### src/shared/pwm_timer_cfg.svh
// Offsets, field positions, reset values and codes of the two-channel timer.
// Assumes byte addresses on a 32-bit AXI4-Lite bus, one word per register.
`ifndef PWM_TIMER_CFG_SVH
`define PWM_TIMER_CFG_SVH

// ----------------------------------------
// Register offsets
// ----------------------------------------
`define OFS_STATUS_CONTROL 8'h00
`define OFS_COUNTER_HIGH 8'h04
`define OFS_COUNTER_LOW 8'h08
`define OFS_PERIOD_LIMIT 8'h0c
`define OFS_CH0_STATUS 8'h10
`define OFS_CH1_STATUS 8'h14
`define OFS_CH0_COMPARE 8'h18
`define OFS_CH1_COMPARE 8'h1c

// ----------------------------------------
// Status and control fields
// ----------------------------------------
`define SC_WRAP_FLAG 7
`define SC_WRAP_IRQ_EN 6
`define SC_HALT 5
`define SC_CLEAR 4
`define SC_DIV_HI 2
`define HALT_RESET 1'b1
`define DIV_UNAVAILABLE 3'h7

// ----------------------------------------
// Channel status and control fields
// ----------------------------------------
`define CH_EVENT_FLAG 7
`define CH_IRQ_EN 6
`define CH_BUFFERED 5
`define CH_UNBUFFERED 4
`define CH_EDGE_HI 3
`define CH_EDGE_LO 2
`define CH_TOGGLE_WRAP 1
`define CH_FULL_DUTY 0
`define ELS_NONE 2'h0
`define ELS_TOGGLE 2'h1
`define ELS_CLEAR 2'h2
`define ELS_SET 2'h3

// ----------------------------------------
// Reset values and bus answers
// ----------------------------------------
`define PERIOD_RESET 16'hffff
`define COMPARE_RESET 16'h0000
`define RESP_OKAY 2'h0
`define RESP_SLVERR 2'h2

`endif

### src/shared/pwm_timer_pkg.sv
// Types shared by the two-channel timer.
// Assumes the constants header is included by the users of these types.
package pwm_timer_pkg;

    // ----------------------------------------
    // Channel function
    // ----------------------------------------
    typedef enum logic [1:0] {
        MODE_PRESET,
        MODE_CAPTURE,
        MODE_COMPARE,
        MODE_LINKED
    } chan_mode_t;

endpackage

### src/rtl/two_channel_pwm_timer_core.sv
// Two-channel 16-bit timer with PWM, capture, wrap flag and latched read.
// Assumes an AXI4-Lite master, synchronous pins and wait/break controls.
//
// Summary of operation
// - Channel 0 buffered bit links both channels; it overrides unbuffered.
// - Without toggle-on-wrap, wrap leaves pin alone; ELS_CLEAR on compare then gives 0% duty.
// - Full-duty bit with toggle-on-wrap yields 100% duty with ELS_CLEAR, 0% with other edge codes.
// - Wrap flag with its enable raises the interrupt request.
// - Capture or compare sets channel flag; enabled flag requests interrupt.
// - In wait mode timer runs, bus access refused, interrupts wake.
// - Debug break freezes the counter and blocks captures.
// - Break with clear disabled: accesses leave flags; armed clear survives.
// - Break with clear enabled: flags clearable and stay cleared.
// - Wrap flag sets at period; read-then-write-0 clears; events void it.
// - Halt stops counting; reset sets halt, clears flag and enable.
// - Halt blocks captures on capture channels.
// - Clear bit zeroes counter and prescaler, self-clears, reads zero.
// - Halt and clear together leave counter stopped at zero.
// - Divider select picks bus clock over 1 to 64; code 7 stops.
// - High-byte read latches low byte until low byte is read.
// - Counter registers zeroed by reset and by the clear bit.
// - Pins independently capture or compare; only channel 0 is buffered.
// - Counter restarts at period; high period write holds off wrap flag.
// - Channel flag read-then-write-0 clear; new event voids it.
//
// The address map and the AXI4-Lite register port were left to the implementer.
`timescale 1ns/1ps
`include "pwm_timer_cfg.svh"

module two_channel_pwm_timer_core
    import pwm_timer_pkg::*;
(
    // Clock and reset
    input wire logic sys_clk_in,
    input wire logic rst_n_in,
    // AXI4-Lite write address and data
    input wire logic [7:0] s_axi_awaddr_in,
    input wire logic s_axi_awvalid_in,
    output logic s_axi_awready_out,
    input wire logic [31:0] s_axi_wdata_in,
    input wire logic [3:0] s_axi_wstrb_in,
    input wire logic s_axi_wvalid_in,
    output logic s_axi_wready_out,
    // AXI4-Lite write response
    output logic [1:0] s_axi_bresp_out,
    output logic s_axi_bvalid_out,
    input wire logic s_axi_bready_in,
    // AXI4-Lite read
    input wire logic [7:0] s_axi_araddr_in,
    input wire logic s_axi_arvalid_in,
    output logic s_axi_arready_out,
    output logic [31:0] s_axi_rdata_out,
    output logic [1:0] s_axi_rresp_out,
    output logic s_axi_rvalid_out,
    input wire logic s_axi_rready_in,
    // System controls
    input wire logic wait_mode_in,
    input wire logic break_active_in,
    input wire logic break_clear_enable_in,
    // Channel pins
    input wire logic [1:0] channel_pin_in,
    output logic [1:0] channel_pin_out,
    output logic [1:0] channel_pin_oe_out,
    // Requests
    output logic irq_out,
    output logic wake_out
);

    // ----------------------------------------
    // Bus handshake
    // ----------------------------------------
    logic aw_held_q;
    logic w_held_q;
    logic [7:0] aw_addr_q;
    logic [31:0] w_data_q;
    logic [3:0] w_strb_q;
    logic wr_fire;
    logic wr_ok;
    logic rd_fire;
    logic rd_ok;
    logic [7:0] rd_addr;
    logic [31:0] rd_data;
    logic rd_hit;
    logic wr_hit;

    assign wr_fire = aw_held_q && w_held_q && !s_axi_bvalid_out;
    assign wr_ok = wr_fire && !wait_mode_in;
    assign rd_fire = s_axi_arvalid_in && s_axi_arready_out;
    assign rd_ok = rd_fire && !wait_mode_in;
    assign rd_addr = s_axi_araddr_in;

    always_ff @(posedge sys_clk_in) begin
        if (!rst_n_in) begin
            aw_held_q <= 1'b0;
            aw_addr_q <= 8'h00;
            s_axi_awready_out <= 1'b0;
        end else begin
            s_axi_awready_out <= s_axi_awvalid_in && !aw_held_q &&
                !s_axi_awready_out;
            if (s_axi_awvalid_in && s_axi_awready_out) begin
                aw_held_q <= 1'b1;
                aw_addr_q <= s_axi_awaddr_in;
            end else if (wr_fire) begin
                aw_held_q <= 1'b0;
            end
        end
    end

    always_ff @(posedge sys_clk_in) begin
        if (!rst_n_in) begin
            w_held_q <= 1'b0;
            w_data_q <= 32'h0;
            w_strb_q <= 4'h0;
            s_axi_wready_out <= 1'b0;
        end else begin
            s_axi_wready_out <= s_axi_wvalid_in && !w_held_q &&
                !s_axi_wready_out;
            if (s_axi_wvalid_in && s_axi_wready_out) begin
                w_held_q <= 1'b1;
                w_data_q <= s_axi_wdata_in;
                w_strb_q <= s_axi_wstrb_in;
            end else if (wr_fire) begin
                w_held_q <= 1'b0;
            end
        end
    end

    // Refused and unmapped accesses both answer SLVERR
    always_ff @(posedge sys_clk_in) begin
        if (!rst_n_in) begin
            s_axi_bvalid_out <= 1'b0;
            s_axi_bresp_out <= `RESP_OKAY;
        end else if (wr_fire) begin
            s_axi_bvalid_out <= 1'b1;
            s_axi_bresp_out <= (wr_ok && wr_hit) ? `RESP_OKAY : `RESP_SLVERR;
        end else if (s_axi_bready_in) begin
            s_axi_bvalid_out <= 1'b0;
        end
    end

    always_ff @(posedge sys_clk_in) begin
        if (!rst_n_in) begin
            s_axi_arready_out <= 1'b0;
            s_axi_rvalid_out <= 1'b0;
            s_axi_rdata_out <= 32'h0;
            s_axi_rresp_out <= `RESP_OKAY;
        end else begin
            s_axi_arready_out <= s_axi_arvalid_in && !s_axi_arready_out &&
                !s_axi_rvalid_out;
            if (rd_fire) begin
                s_axi_rvalid_out <= 1'b1;
                s_axi_rdata_out <= (rd_ok && rd_hit) ? rd_data : 32'h0;
                s_axi_rresp_out <= (rd_ok && rd_hit) ? `RESP_OKAY :
                    `RESP_SLVERR;
            end else if (s_axi_rready_in) begin
                s_axi_rvalid_out <= 1'b0;
            end
        end
    end

    assign wr_hit = aw_addr_q <= `OFS_CH1_COMPARE && aw_addr_q[1:0] == 2'h0;
    assign rd_hit = rd_addr <= `OFS_CH1_COMPARE && rd_addr[1:0] == 2'h0;

    // ----------------------------------------
    // Decoded accesses
    // ----------------------------------------
    logic sc_wr;
    logic sc_rd;
    logic per_wr;
    logic protect;
    logic do_clear;

    assign sc_wr = wr_ok && aw_addr_q == `OFS_STATUS_CONTROL && w_strb_q[0];
    assign sc_rd = rd_ok && rd_addr == `OFS_STATUS_CONTROL;
    assign per_wr = wr_ok && aw_addr_q == `OFS_PERIOD_LIMIT;
    assign protect = break_active_in && !break_clear_enable_in;
    assign do_clear = sc_wr && w_data_q[`SC_CLEAR];

    // ----------------------------------------
    // Control register
    // ----------------------------------------
    logic halt_q;
    logic wrap_irq_en_q;
    logic [2:0] div_sel_q;

    always_ff @(posedge sys_clk_in) begin
        if (!rst_n_in) begin
            halt_q <= `HALT_RESET;
            wrap_irq_en_q <= 1'b0;
            div_sel_q <= 3'h0;
        end else if (sc_wr) begin
            halt_q <= w_data_q[`SC_HALT];
            wrap_irq_en_q <= w_data_q[`SC_WRAP_IRQ_EN];
            div_sel_q <= w_data_q[`SC_DIV_HI:0];
        end
    end

    // ----------------------------------------
    // Prescaler and counter
    // ----------------------------------------
    logic [5:0] presc_q;
    logic [6:0] div_mask;
    logic tick;
    logic advance;
    logic wrap;
    logic [15:0] count_q;
    logic [15:0] period_q;
    logic hold_off_q;

    assign div_mask = 7'(7'h1 << div_sel_q) - 7'h1;
    assign tick = div_sel_q != `DIV_UNAVAILABLE &&
        (presc_q & div_mask[5:0]) == div_mask[5:0];
    assign advance = tick && !halt_q && !break_active_in;
    assign wrap = advance && count_q == period_q;

    always_ff @(posedge sys_clk_in) begin
        if (!rst_n_in || do_clear) begin
            presc_q <= 6'h0;
        end else begin
            presc_q <= presc_q + 6'h1;
        end
    end

    always_ff @(posedge sys_clk_in) begin
        if (!rst_n_in || do_clear) begin
            count_q <= 16'h0;
        end else if (wrap) begin
            count_q <= 16'h0;
        end else if (advance) begin
            count_q <= count_q + 16'h1;
        end
    end

    // High byte alone holds off the wrap flag until the low byte lands
    always_ff @(posedge sys_clk_in) begin
        if (!rst_n_in) begin
            period_q <= `PERIOD_RESET;
            hold_off_q <= 1'b0;
        end else if (per_wr) begin
            if (w_strb_q[1]) begin
                period_q[15:8] <= w_data_q[15:8];
            end
            if (w_strb_q[0]) begin
                period_q[7:0] <= w_data_q[7:0];
            end
            hold_off_q <= w_strb_q[1] && !w_strb_q[0];
        end
    end

    // ----------------------------------------
    // Latched counter read
    // ----------------------------------------
    logic latched_q;
    logic [7:0] low_buf_q;

    // Left latched across a break if software never reads the low byte
    always_ff @(posedge sys_clk_in) begin
        if (!rst_n_in || do_clear) begin
            latched_q <= 1'b0;
            low_buf_q <= 8'h0;
        end else if (rd_ok && rd_addr == `OFS_COUNTER_LOW) begin
            latched_q <= 1'b0;
        end else if (rd_ok && rd_addr == `OFS_COUNTER_HIGH && !latched_q) begin
            latched_q <= 1'b1;
            low_buf_q <= count_q[7:0];
        end
    end

    // ----------------------------------------
    // Wrap flag
    // ----------------------------------------
    logic wrap_flag_q;
    logic wrap_armed_q;
    logic wrap_set;

    assign wrap_set = wrap && !hold_off_q;

    // Set wins over a clear in the same cycle
    always_ff @(posedge sys_clk_in) begin
        if (!rst_n_in) begin
            wrap_flag_q <= 1'b0;
            wrap_armed_q <= 1'b0;
        end else if (wrap_set) begin
            wrap_flag_q <= 1'b1;
            wrap_armed_q <= 1'b0;
        end else if (sc_wr && !protect && wrap_armed_q &&
                !w_data_q[`SC_WRAP_FLAG]) begin
            wrap_flag_q <= 1'b0;
            wrap_armed_q <= 1'b0;
        end else if (sc_rd && !protect && wrap_flag_q) begin
            wrap_armed_q <= 1'b1;
        end
    end

    // ----------------------------------------
    // Channels
    // ----------------------------------------
    logic [6:0] ch_ctrl_q [2];
    logic [15:0] cmp_q [2];
    logic [1:0] ch_flag_q;
    logic [1:0] ch_irq;
    logic [1:0] pin_prev_q;
    logic link;
    logic active_sel_q;
    logic next_sel_q;
    logic [15:0] linked_cmp;

    assign link = ch_ctrl_q[0][`CH_BUFFERED];
    assign linked_cmp = cmp_q[active_sel_q];

    // Last compare written takes over at the next wrap
    always_ff @(posedge sys_clk_in) begin
        if (!rst_n_in) begin
            active_sel_q <= 1'b0;
            next_sel_q <= 1'b0;
        end else begin
            if (wr_ok && aw_addr_q == `OFS_CH1_COMPARE) begin
                next_sel_q <= 1'b1;
            end else if (wr_ok && aw_addr_q == `OFS_CH0_COMPARE) begin
                next_sel_q <= 1'b0;
            end
            if (!link) begin
                active_sel_q <= 1'b0;
            end else if (wrap) begin
                active_sel_q <= next_sel_q;
            end
        end
    end

    always_ff @(posedge sys_clk_in) begin
        if (!rst_n_in) begin
            pin_prev_q <= 2'h3; // Pulled-up idle level, no false edge
        end else begin
            pin_prev_q <= channel_pin_in;
        end
    end

    for (genvar i = 0; i < 2; i++) begin : g_ch
        localparam logic [7:0] SC_OFS = (i == 0) ? `OFS_CH0_STATUS :
            `OFS_CH1_STATUS;
        localparam logic [7:0] CMP_OFS = (i == 0) ? `OFS_CH0_COMPARE :
            `OFS_CH1_COMPARE;
        chan_mode_t mode;
        logic [1:0] els;
        logic off;
        logic edge_hit;
        logic capture;
        logic hit;
        logic event_set;
        logic armed_q;
        logic sc_sel_wr;
        logic pulse_lvl;

        assign els = ch_ctrl_q[i][`CH_EDGE_HI:`CH_EDGE_LO];
        assign off = (i == 1) && link;
        assign sc_sel_wr = wr_ok && aw_addr_q == SC_OFS && w_strb_q[0];
        assign pulse_lvl = els == `ELS_CLEAR;

        // Buffered bit overrides the unbuffered bit
        always_comb begin
            if (i == 0 && link) begin
                mode = MODE_LINKED;
            end else if (els == `ELS_NONE) begin
                mode = MODE_PRESET;
            end else if (ch_ctrl_q[i][`CH_UNBUFFERED]) begin
                mode = MODE_COMPARE;
            end else begin
                mode = MODE_CAPTURE;
            end
        end

        always_comb begin
            unique case (els)
                `ELS_TOGGLE: edge_hit = channel_pin_in[i] && !pin_prev_q[i];
                `ELS_CLEAR: edge_hit = !channel_pin_in[i] && pin_prev_q[i];
                `ELS_SET: edge_hit = channel_pin_in[i] != pin_prev_q[i];
                default: edge_hit = 1'b0;
            endcase
        end

        assign capture = !off && mode == MODE_CAPTURE && edge_hit &&
            !halt_q && !break_active_in;
        assign hit = !off && advance && (mode == MODE_COMPARE ||
            mode == MODE_LINKED) &&
            count_q == ((mode == MODE_LINKED) ? linked_cmp : cmp_q[i]);
        assign event_set = capture || hit;

        always_ff @(posedge sys_clk_in) begin
            if (!rst_n_in) begin
                ch_ctrl_q[i] <= 7'h0;
            end else if (sc_sel_wr) begin
                ch_ctrl_q[i] <= w_data_q[6:0] &
                    ((i == 0) ? 7'h7f : 7'h5f);
            end
        end

        always_ff @(posedge sys_clk_in) begin
            if (!rst_n_in) begin
                cmp_q[i] <= `COMPARE_RESET;
            end else if (capture) begin
                cmp_q[i] <= count_q;
            end else if (wr_ok && aw_addr_q == CMP_OFS) begin
                if (w_strb_q[1]) begin
                    cmp_q[i][15:8] <= w_data_q[15:8];
                end
                if (w_strb_q[0]) begin
                    cmp_q[i][7:0] <= w_data_q[7:0];
                end
            end
        end

        // A new event voids a pending clear
        always_ff @(posedge sys_clk_in) begin
            if (!rst_n_in) begin
                ch_flag_q[i] <= 1'b0;
                armed_q <= 1'b0;
            end else if (event_set) begin
                ch_flag_q[i] <= 1'b1;
                armed_q <= 1'b0;
            end else if (sc_sel_wr && !protect && armed_q &&
                    !w_data_q[`CH_EVENT_FLAG]) begin
                ch_flag_q[i] <= 1'b0;
                armed_q <= 1'b0;
            end else if (rd_ok && rd_addr == SC_OFS && !protect &&
                    ch_flag_q[i]) begin
                armed_q <= 1'b1;
            end
        end

        assign ch_irq[i] = ch_flag_q[i] && ch_ctrl_q[i][`CH_IRQ_EN];

        // With toggle-on-wrap set, wrap beats a compare in the same cycle
        always_ff @(posedge sys_clk_in) begin
            if (!rst_n_in) begin
                channel_pin_out[i] <= 1'b0;
                channel_pin_oe_out[i] <= 1'b0;
            end else begin
                channel_pin_oe_out[i] <= !off && (mode == MODE_COMPARE ||
                    mode == MODE_LINKED);
                unique case (mode)
                    MODE_PRESET: begin
                        channel_pin_out[i] <= !ch_ctrl_q[i][`CH_UNBUFFERED];
                    end
                    MODE_CAPTURE: begin
                        channel_pin_out[i] <= channel_pin_out[i];
                    end
                    MODE_COMPARE, MODE_LINKED: begin
                        if (wrap && ch_ctrl_q[i][`CH_TOGGLE_WRAP]) begin
                            if (ch_ctrl_q[i][`CH_FULL_DUTY]) begin
                                channel_pin_out[i] <= pulse_lvl;
                            end else begin
                                channel_pin_out[i] <= !channel_pin_out[i];
                            end
                        end else if (hit && !(ch_ctrl_q[i][`CH_FULL_DUTY] &&
                                ch_ctrl_q[i][`CH_TOGGLE_WRAP])) begin
                            unique case (els)
                                `ELS_TOGGLE: begin
                                    channel_pin_out[i] <= !channel_pin_out[i];
                                end
                                `ELS_CLEAR: channel_pin_out[i] <= 1'b0;
                                `ELS_SET: channel_pin_out[i] <= 1'b1;
                                default: channel_pin_out[i] <= 1'b0;
                            endcase
                        end
                    end
                endcase
            end
        end
    end

    // ----------------------------------------
    // Read mux and requests
    // ----------------------------------------
    always_comb begin
        rd_data = 32'h0;
        unique case (rd_addr)
            `OFS_STATUS_CONTROL: begin
                rd_data[7:0] = {wrap_flag_q, wrap_irq_en_q, halt_q, 2'b00,
                    div_sel_q};
            end
            `OFS_COUNTER_HIGH: rd_data[7:0] = count_q[15:8];
            `OFS_COUNTER_LOW: begin
                rd_data[7:0] = latched_q ? low_buf_q : count_q[7:0];
            end
            `OFS_PERIOD_LIMIT: rd_data[15:0] = period_q;
            `OFS_CH0_STATUS: rd_data[7:0] = {ch_flag_q[0], ch_ctrl_q[0]};
            `OFS_CH1_STATUS: rd_data[7:0] = {ch_flag_q[1], ch_ctrl_q[1]};
            `OFS_CH0_COMPARE: rd_data[15:0] = cmp_q[0];
            `OFS_CH1_COMPARE: rd_data[15:0] = cmp_q[1];
            default: rd_data = 32'h0;
        endcase
    end

    always_ff @(posedge sys_clk_in) begin
        if (!rst_n_in) begin
            irq_out <= 1'b0;
            wake_out <= 1'b0;
        end else begin
            irq_out <= (wrap_flag_q && wrap_irq_en_q) || (|ch_irq);
            wake_out <= wait_mode_in &&
                ((wrap_flag_q && wrap_irq_en_q) || (|ch_irq));
        end
    end

endmodule

### config.mk
export PLATFORM = sky130hd
export DESIGN_NAME = two_channel_pwm_timer_core
export DESIGN_NICKNAME = d
export VERILOG_FILES = /design/src/shared/pwm_timer_pkg.sv /design/src/rtl/two_channel_pwm_timer_core.sv
export VERILOG_INCLUDE_DIRS = /design/src /design/src/shared
export SDC_FILE = /design/constraint.sdc
export NUM_CORES = 1
export LEC_CHECK = 0
export BUFFER_PORTS_ARGS = -buffer_cell sky130_fd_sc_hd__buf_2
export CAP_MARGIN = 20
export CORE_MARGIN = 3
export CORE_UTILIZATION = 36
export DETAILED_ROUTE_END_ITERATION = 16
export PLACE_DENSITY_LB_ADDON = 0.3
export SLEW_MARGIN = 20
export SYNTH_ARGS = -nofsm -noshare
export SYNTH_HDL_FRONTEND = slang
export SYNTH_SLANG_ARGS = --single-unit
### constraint.sdc
create_clock -name sys_clk_in -period 2.4 [get_ports sys_clk_in]
set_input_delay 0.12 -clock sys_clk_in [delete_from_list [all_inputs] [get_ports sys_clk_in]]
set_output_delay 0.12 -clock sys_clk_in [all_outputs]
set_load 0.02 [all_outputs]
## Yosys cells after proc, flatten, opt, wreduce, memory -nomap -nowiden

Memories as Yosys holds them, arrays and structs flattened. A register that Yosys moved wholly into a read port is not among the register bits.
Index checks and enable logic that the tools add are counted.

| word-level totals | value |
|---|---|
| flip-flop bits (word level) | 138 |
| RAM bits | 46 |
| logic and storage cells | 319 |
| memories kept | 2 |
| output and inout port bits | 47 |
| bits of input ports | 64 |

| cells by class | value |
|---|---|
| shifts and indexed selects | 1 |
| bitwise logic cells | 13 |
| equality and inequality tests | 33 |
| reduce and logical (&&, ||, !) cells | 146 |
| add/sub/neg operators | 3 |
| mux-type cells | 81 |
| magnitude comparators | 2 |

Memory list:

| name | words | bits a word | read ports | clocked after memory_dff | write ports | RTL line | text |
|---|---|---|---|---|---|---|---|
| cmp_q | 2 | 16 | 3 | 1 | 2 | two_channel_pwm_timer_core.sv:299 | `logic [15:0] cmp_q [2];` |
| ch_ctrl_q | 2 | 7 | 2 | 0 | 2 | two_channel_pwm_timer_core.sv:298 | `logic [6:0] ch_ctrl_q [2];` |

Operators by type and width:

| operator | number |
|---|---|
| logical AND 1 bit | 82 |
| two-way mux 16 bit | 5 |
| equality test 8 x 5 -> 1 bit (second input constant) | 8 |
| one-hot mux 8 bit (8 select lines) | 1 |
| two-way mux 1 bit | 54 |
| equality test 16 bit | 3 |
| two-way mux 8 bit | 5 |
| zero test 1 bit | 28 |
| equality test 8 x 4 -> 1 bit (second input constant) | 3 |
| one-hot mux 8 bit (3 select lines) | 1 |
| adder 16 x 1 -> 16 bit (second input constant) | 1 |
| equality test 2 bit (second input constant) | 8 |
| less-or-equal comparator 8 x 5 -> 1 bit (second input constant) | 2 |
| zero test 8 bit | 2 |
| nonzero test 2 bit | 8 |
| two-way mux 2 bit | 7 |
| two-way mux 7 bit | 2 |
| zero test 2 bit | 6 |
| AND reduction 2 bit | 6 |
| OR reduction 2 bit | 5 |
| inequality test 3 bit (second input constant) | 3 |
| OR reduction 3 bit | 3 |
| equality test 2 x 1 -> 1 bit (second input constant) | 4 |
| equality test 8 x 3 -> 1 bit (second input constant) | 1 |
| other kinds (11) | 31 |

## Depth between registers and ports, before layout

| depth | value |
|---|---|
| depth in word-level cells | 14 |
| gate-level depth with buffers | 10 |

## Worst setup path before layout

OpenSTA, ideal clock, no wires.

| path | value |
|---|---|
| path type | flip-flop to flip-flop |
| start | reg s_axi_bvalid_out |
| end | mem cmp_q[0][10] (enable) |
| path slack | 178 ps |
| arrival | 1888 ps |
| clock period less this slack | 2222 ps |
| cell stages (with the launch flop) | 7 |
| required time | 2065 ps |
| path through | dfxtp_1 -> and3b_1 -> and3_1 -> and3_1 -> nand2_1 -> nor4_2 -> nand2b_1 |

RTL lines:

| element | RTL line | text |
|---|---|---|
| start, declared | two_channel_pwm_timer_core.sv:46 | `output logic s_axi_bvalid_out,` |
| start signal, assigned | two_channel_pwm_timer_core.sv:131 | `s_axi_bvalid_out <= 1'b0;` |
| start signal, assigned | two_channel_pwm_timer_core.sv:134 | `s_axi_bvalid_out <= 1'b1;` |
| start signal, assigned | two_channel_pwm_timer_core.sv:137 | `s_axi_bvalid_out <= 1'b0;` |
| end, declared | two_channel_pwm_timer_core.sv:299 |  |

==> flow_metrics.env <==
export IMPL_status="completed"
export IMPL_hpwl_mm=17.89
export IMPL_fp_dieH_um=158.8
export IMPL_final_cell_mix="nand2_1 (135), dfxtp_1 (121), nor2_1 (78), buf_2 (74), buf_4 (53)"
export IMPL_p_int_mw=4.705
export IMPL_dr_pass1_iters=5
export IMPL_clock_sinks=166
export IMPL_grt_pass1_vias=6746
export IMPL_design_die_area_um2=25230
export IMPL_preCtsSetupSlack_ps=107.6
export IMPL_synth_top_cell_area_share=0.2881
export IMPL_grt_pass1_wl_mm=37.74
export IMPL_final_common_cell="nand2_1"
export IMPL_yosysTopAreaCell="dfxtp_1"
export IMPL_power_density_nw_per_um2=607.1
export IMPL_nNetsFinal=1103
export IMPL_vdd_drop_max_uv=448.7
export IMPL_cp_buffers_inverters=5
export IMPL_dr_first_iter_drc_count=574
export IMPL_start_kind="primary input"
export IMPL_p_sw_frac=0.2373
export IMPL_synth_area_top_cells="dfxtp_1 (29%), edfxtp_1 (16%), nand2_1 (6.0%)"
export IMPL_antenna_found_initial=1
export IMPL_path_clk_slew_ps=70
export IMPL_drc=0
export IMPL_syn_area_per_cell_um2=9.180
export IMPL_critPathCaptureType="register"
export IMPL_synthDistinctLibCells=74
export IMPL_port_buffers=74
export IMPL_leakage_nw=4.049
export IMPL_die_x_um=158.8
export IMPL_p_clk_frac=0.448
export IMPL_critical_path_top_delay_family="buffers and inverters"
export IMPL_setup_ws_ps=133.6
export IMPL_setup_viol=0
export IMPL_max_freq_mhz=441.2
export IMPL_place_gp_congestion=0.9125
export IMPL_final_cell_area_um2=10160
export IMPL_cts_tree="built"
export IMPL_hold_viol=0
export IMPL_utilization=0.4461
export IMPL_crit_type="primary input to register"
export IMPL_tightest_slew_ps=709.6
export IMPL_grt_max_degree=59
export IMPL_cts_root_buffer="clkbuf_16"
export IMPL_cts_max_level=4
export IMPL_pwr_share_comb=0.067
export IMPL_rsz0062_at_grt="no"
export IMPL_yosysSeqAreaShare=0.4487
export IMPL_grtUsageTotal=0.1886
export IMPL_fin_crit_sh=0.9443
export IMPL_worst_clock_skew_ps=8.631
export IMPL_grt_ovfl_total=0
export IMPL_slowest_delay_ps=520
export IMPL_max_cap_viol_count=0
export IMPL_start_util=0.3692
export IMPL_seq_power_share=0.485
export IMPL_dpl_instance_area_um2=9228
export IMPL_numCtsBuffers=17
export IMPL_ys_ff_latch=166
export IMPL_wirelength_mm=23.91
export IMPL_setup_tns_final_ps=0
export IMPL_io_pins=111
export IMPL_synthArstFlopShare=0
export IMPL_drive_gt1_frac=0.1952
export IMPL_synth_ff_type="dfxtp_1"
export IMPL_clk_latency_ps=430
export IMPL_synth_cells=916
export IMPL_power_switching_mw=1.464
export IMPL_wl_per_cell_um=17.59
export IMPL_relSlewSlack=0.5270
export IMPL_synth_edf_count=45
export IMPL_hold_class="primary input to register"
export IMPL_clockBufferDepth=2
export IMPL_cp_required_ps=2580
export IMPL_crit_chain="dlygate4sd3_1 > buf_2 > inv_1 > ha_1 > o21ai_1 > nand2_1 > a2111oi_2 > buf_4 > nor2_1 > and4_1 > buf_4 > a22o_1"
export IMPL_vias=7103
export IMPL_synthToLayoutAreaGrowth_pct=20.84
export IMPL_fill_cells=2218
export IMPL_crit_top_cell="buf_4"
export IMPL_worstPathMaxFanout=8
export IMPL_period_needed_ps=2266
export IMPL_ys_warn_count=0
export IMPL_crit_slowest_cell="dlygate4sd3_1"
export IMPL_total_power_mw=6.169
export IMPL_rows=55
export IMPL_post_cts_buffers=0
export IMPL_ant_nets=0
export IMPL_vias_per_cell=5.227
export IMPL_core_region_area_um2=22780
export IMPL_arrival_ps=2440
export IMPL_syn_cell_area_um2=8409
export IMPL_slew_viol_final=0
## what timing repair did
item                                    4_1_cts  5_1_grt
hold buffers                                 32        0
hold endpoints to repair                     32        0
gates resized for setup                       0        4
endpoints found under the setup margin        0       40
## per-stage QoR
step                hold slack, ps  instances
floorplan                    220.3        933
global placement             333.2       1295
detailed placement           343.7       1295
CTS                          24.33       1358
global route                 42.02       1359
finish                       32.77       1359
## flip-flops by register name (all words and copies together) (netlist names), 3 cells and up, named ones only
register,count
aw_addr_q,8
ch_ctrl_q,13
cmp_q,32
count_q,16
div_sel_q,3
low_buf_q,8
period_q,16
presc_q,6
s_axi_rdata_out,16
w_data_q,16
## metal layers
| layer | GRT usage | up-vias | part of all wire |
|---|---|---|---|
| li1 | - | 3465 | - |
| met1 | 0.2648 | 3349 | 0.46 |
| met2 | 0.2952 | 251 | 0.45 |
| met3 | 0.03183 | 38 | 0.064 |
| met4 | 0.06327 | 0 | 0.028 |
| met5 | 0 | - | 0 |
## worst reg2reg max path: cells and delay by family, from the launching register on
kind | cells | cell delay [ps]
DFF | 1 | 310
and+or+nand+nor | 5 | 1620
## power by group through the flow
stage | Sequential [mW] | Clock (mW) | Combinational (mW)
global placement | 3.05 | 0 | 0.366
finish | 2.99 | 2.76 | 0.413
floorplan | 3.04 | 0 | 0.262
CTS | 2.99 | 2.80 | 0.411
global route | 3.00 | 2.94 | 0.454
detailed placement | 3.05 | 0 | 0.370
## cell families (layout without fill, tap and decap cells)
logic type | after synthesis | after routing | share of synthesized area
DFF | 166 | 166 | 0.4487
other | 1 | 19 | 0.0004459
AOI/OAI and AO/OA | 174 | 174 | 0.1464
xor gates and xnor gates | 55 | 55 | 0.05728
adders and majority gates | 6 | 6 | 0.008927
buffers and inverters | 99 | 211 | 0.05758
and+or+nand+nor | 364 | 364 | 0.2148
muxes | 51 | 51 | 0.06576
## layout make-up
type,instances,area [um2],share of cell area
antenna,1,2.502,0.0002462
clock buffer,25,549.3,0.05405
clock inverter,6,52.55,0.005171
inverter,21,78.83,0.007757
multi-input combinational,668,4225,0.4158
sequential,166,3774,0.3713
tap,313,391.6,0.03854
timing repair buffer,159,1089,0.1071
## worst paths after layout
path,from,to,slack (ps),depth (start not counted)
max,channel_pin_in[1],cmp_q[1][12]$_SDFFCE_PN0P_,130,12
min,s_axi_awvalid_in,aw_addr_q[1]$_SDFFE_PN0P_,30,3
min reg2reg,s_axi_rvalid_out$_SDFFE_PN0P_,s_axi_arready_out$_SDFF_PN0_,450,1
max reg2reg,aw_addr_q[5]$_SDFFE_PN0P_,cmp_q[0][4]$_DFFE_PP_,130,5
## synth_stat cells, drive strengths merged (10+ instances only)
library cell / number
nand2: 135
dfxtp: 121
nor2: 79
buf: 53
a21oi: 46
edfxtp: 45
a22o: 40
nand3: 39
xnor2: 39
mux2i: 26
clkbuf: 25
mux2: 24
and3: 23
o21ai: 22
inv: 21
a22oi: 18
xor2: 16
nor3: 15
nand4: 13
and2: 12
nand2b: 10
Note: power is estimated with default switching activity, not from simulation.
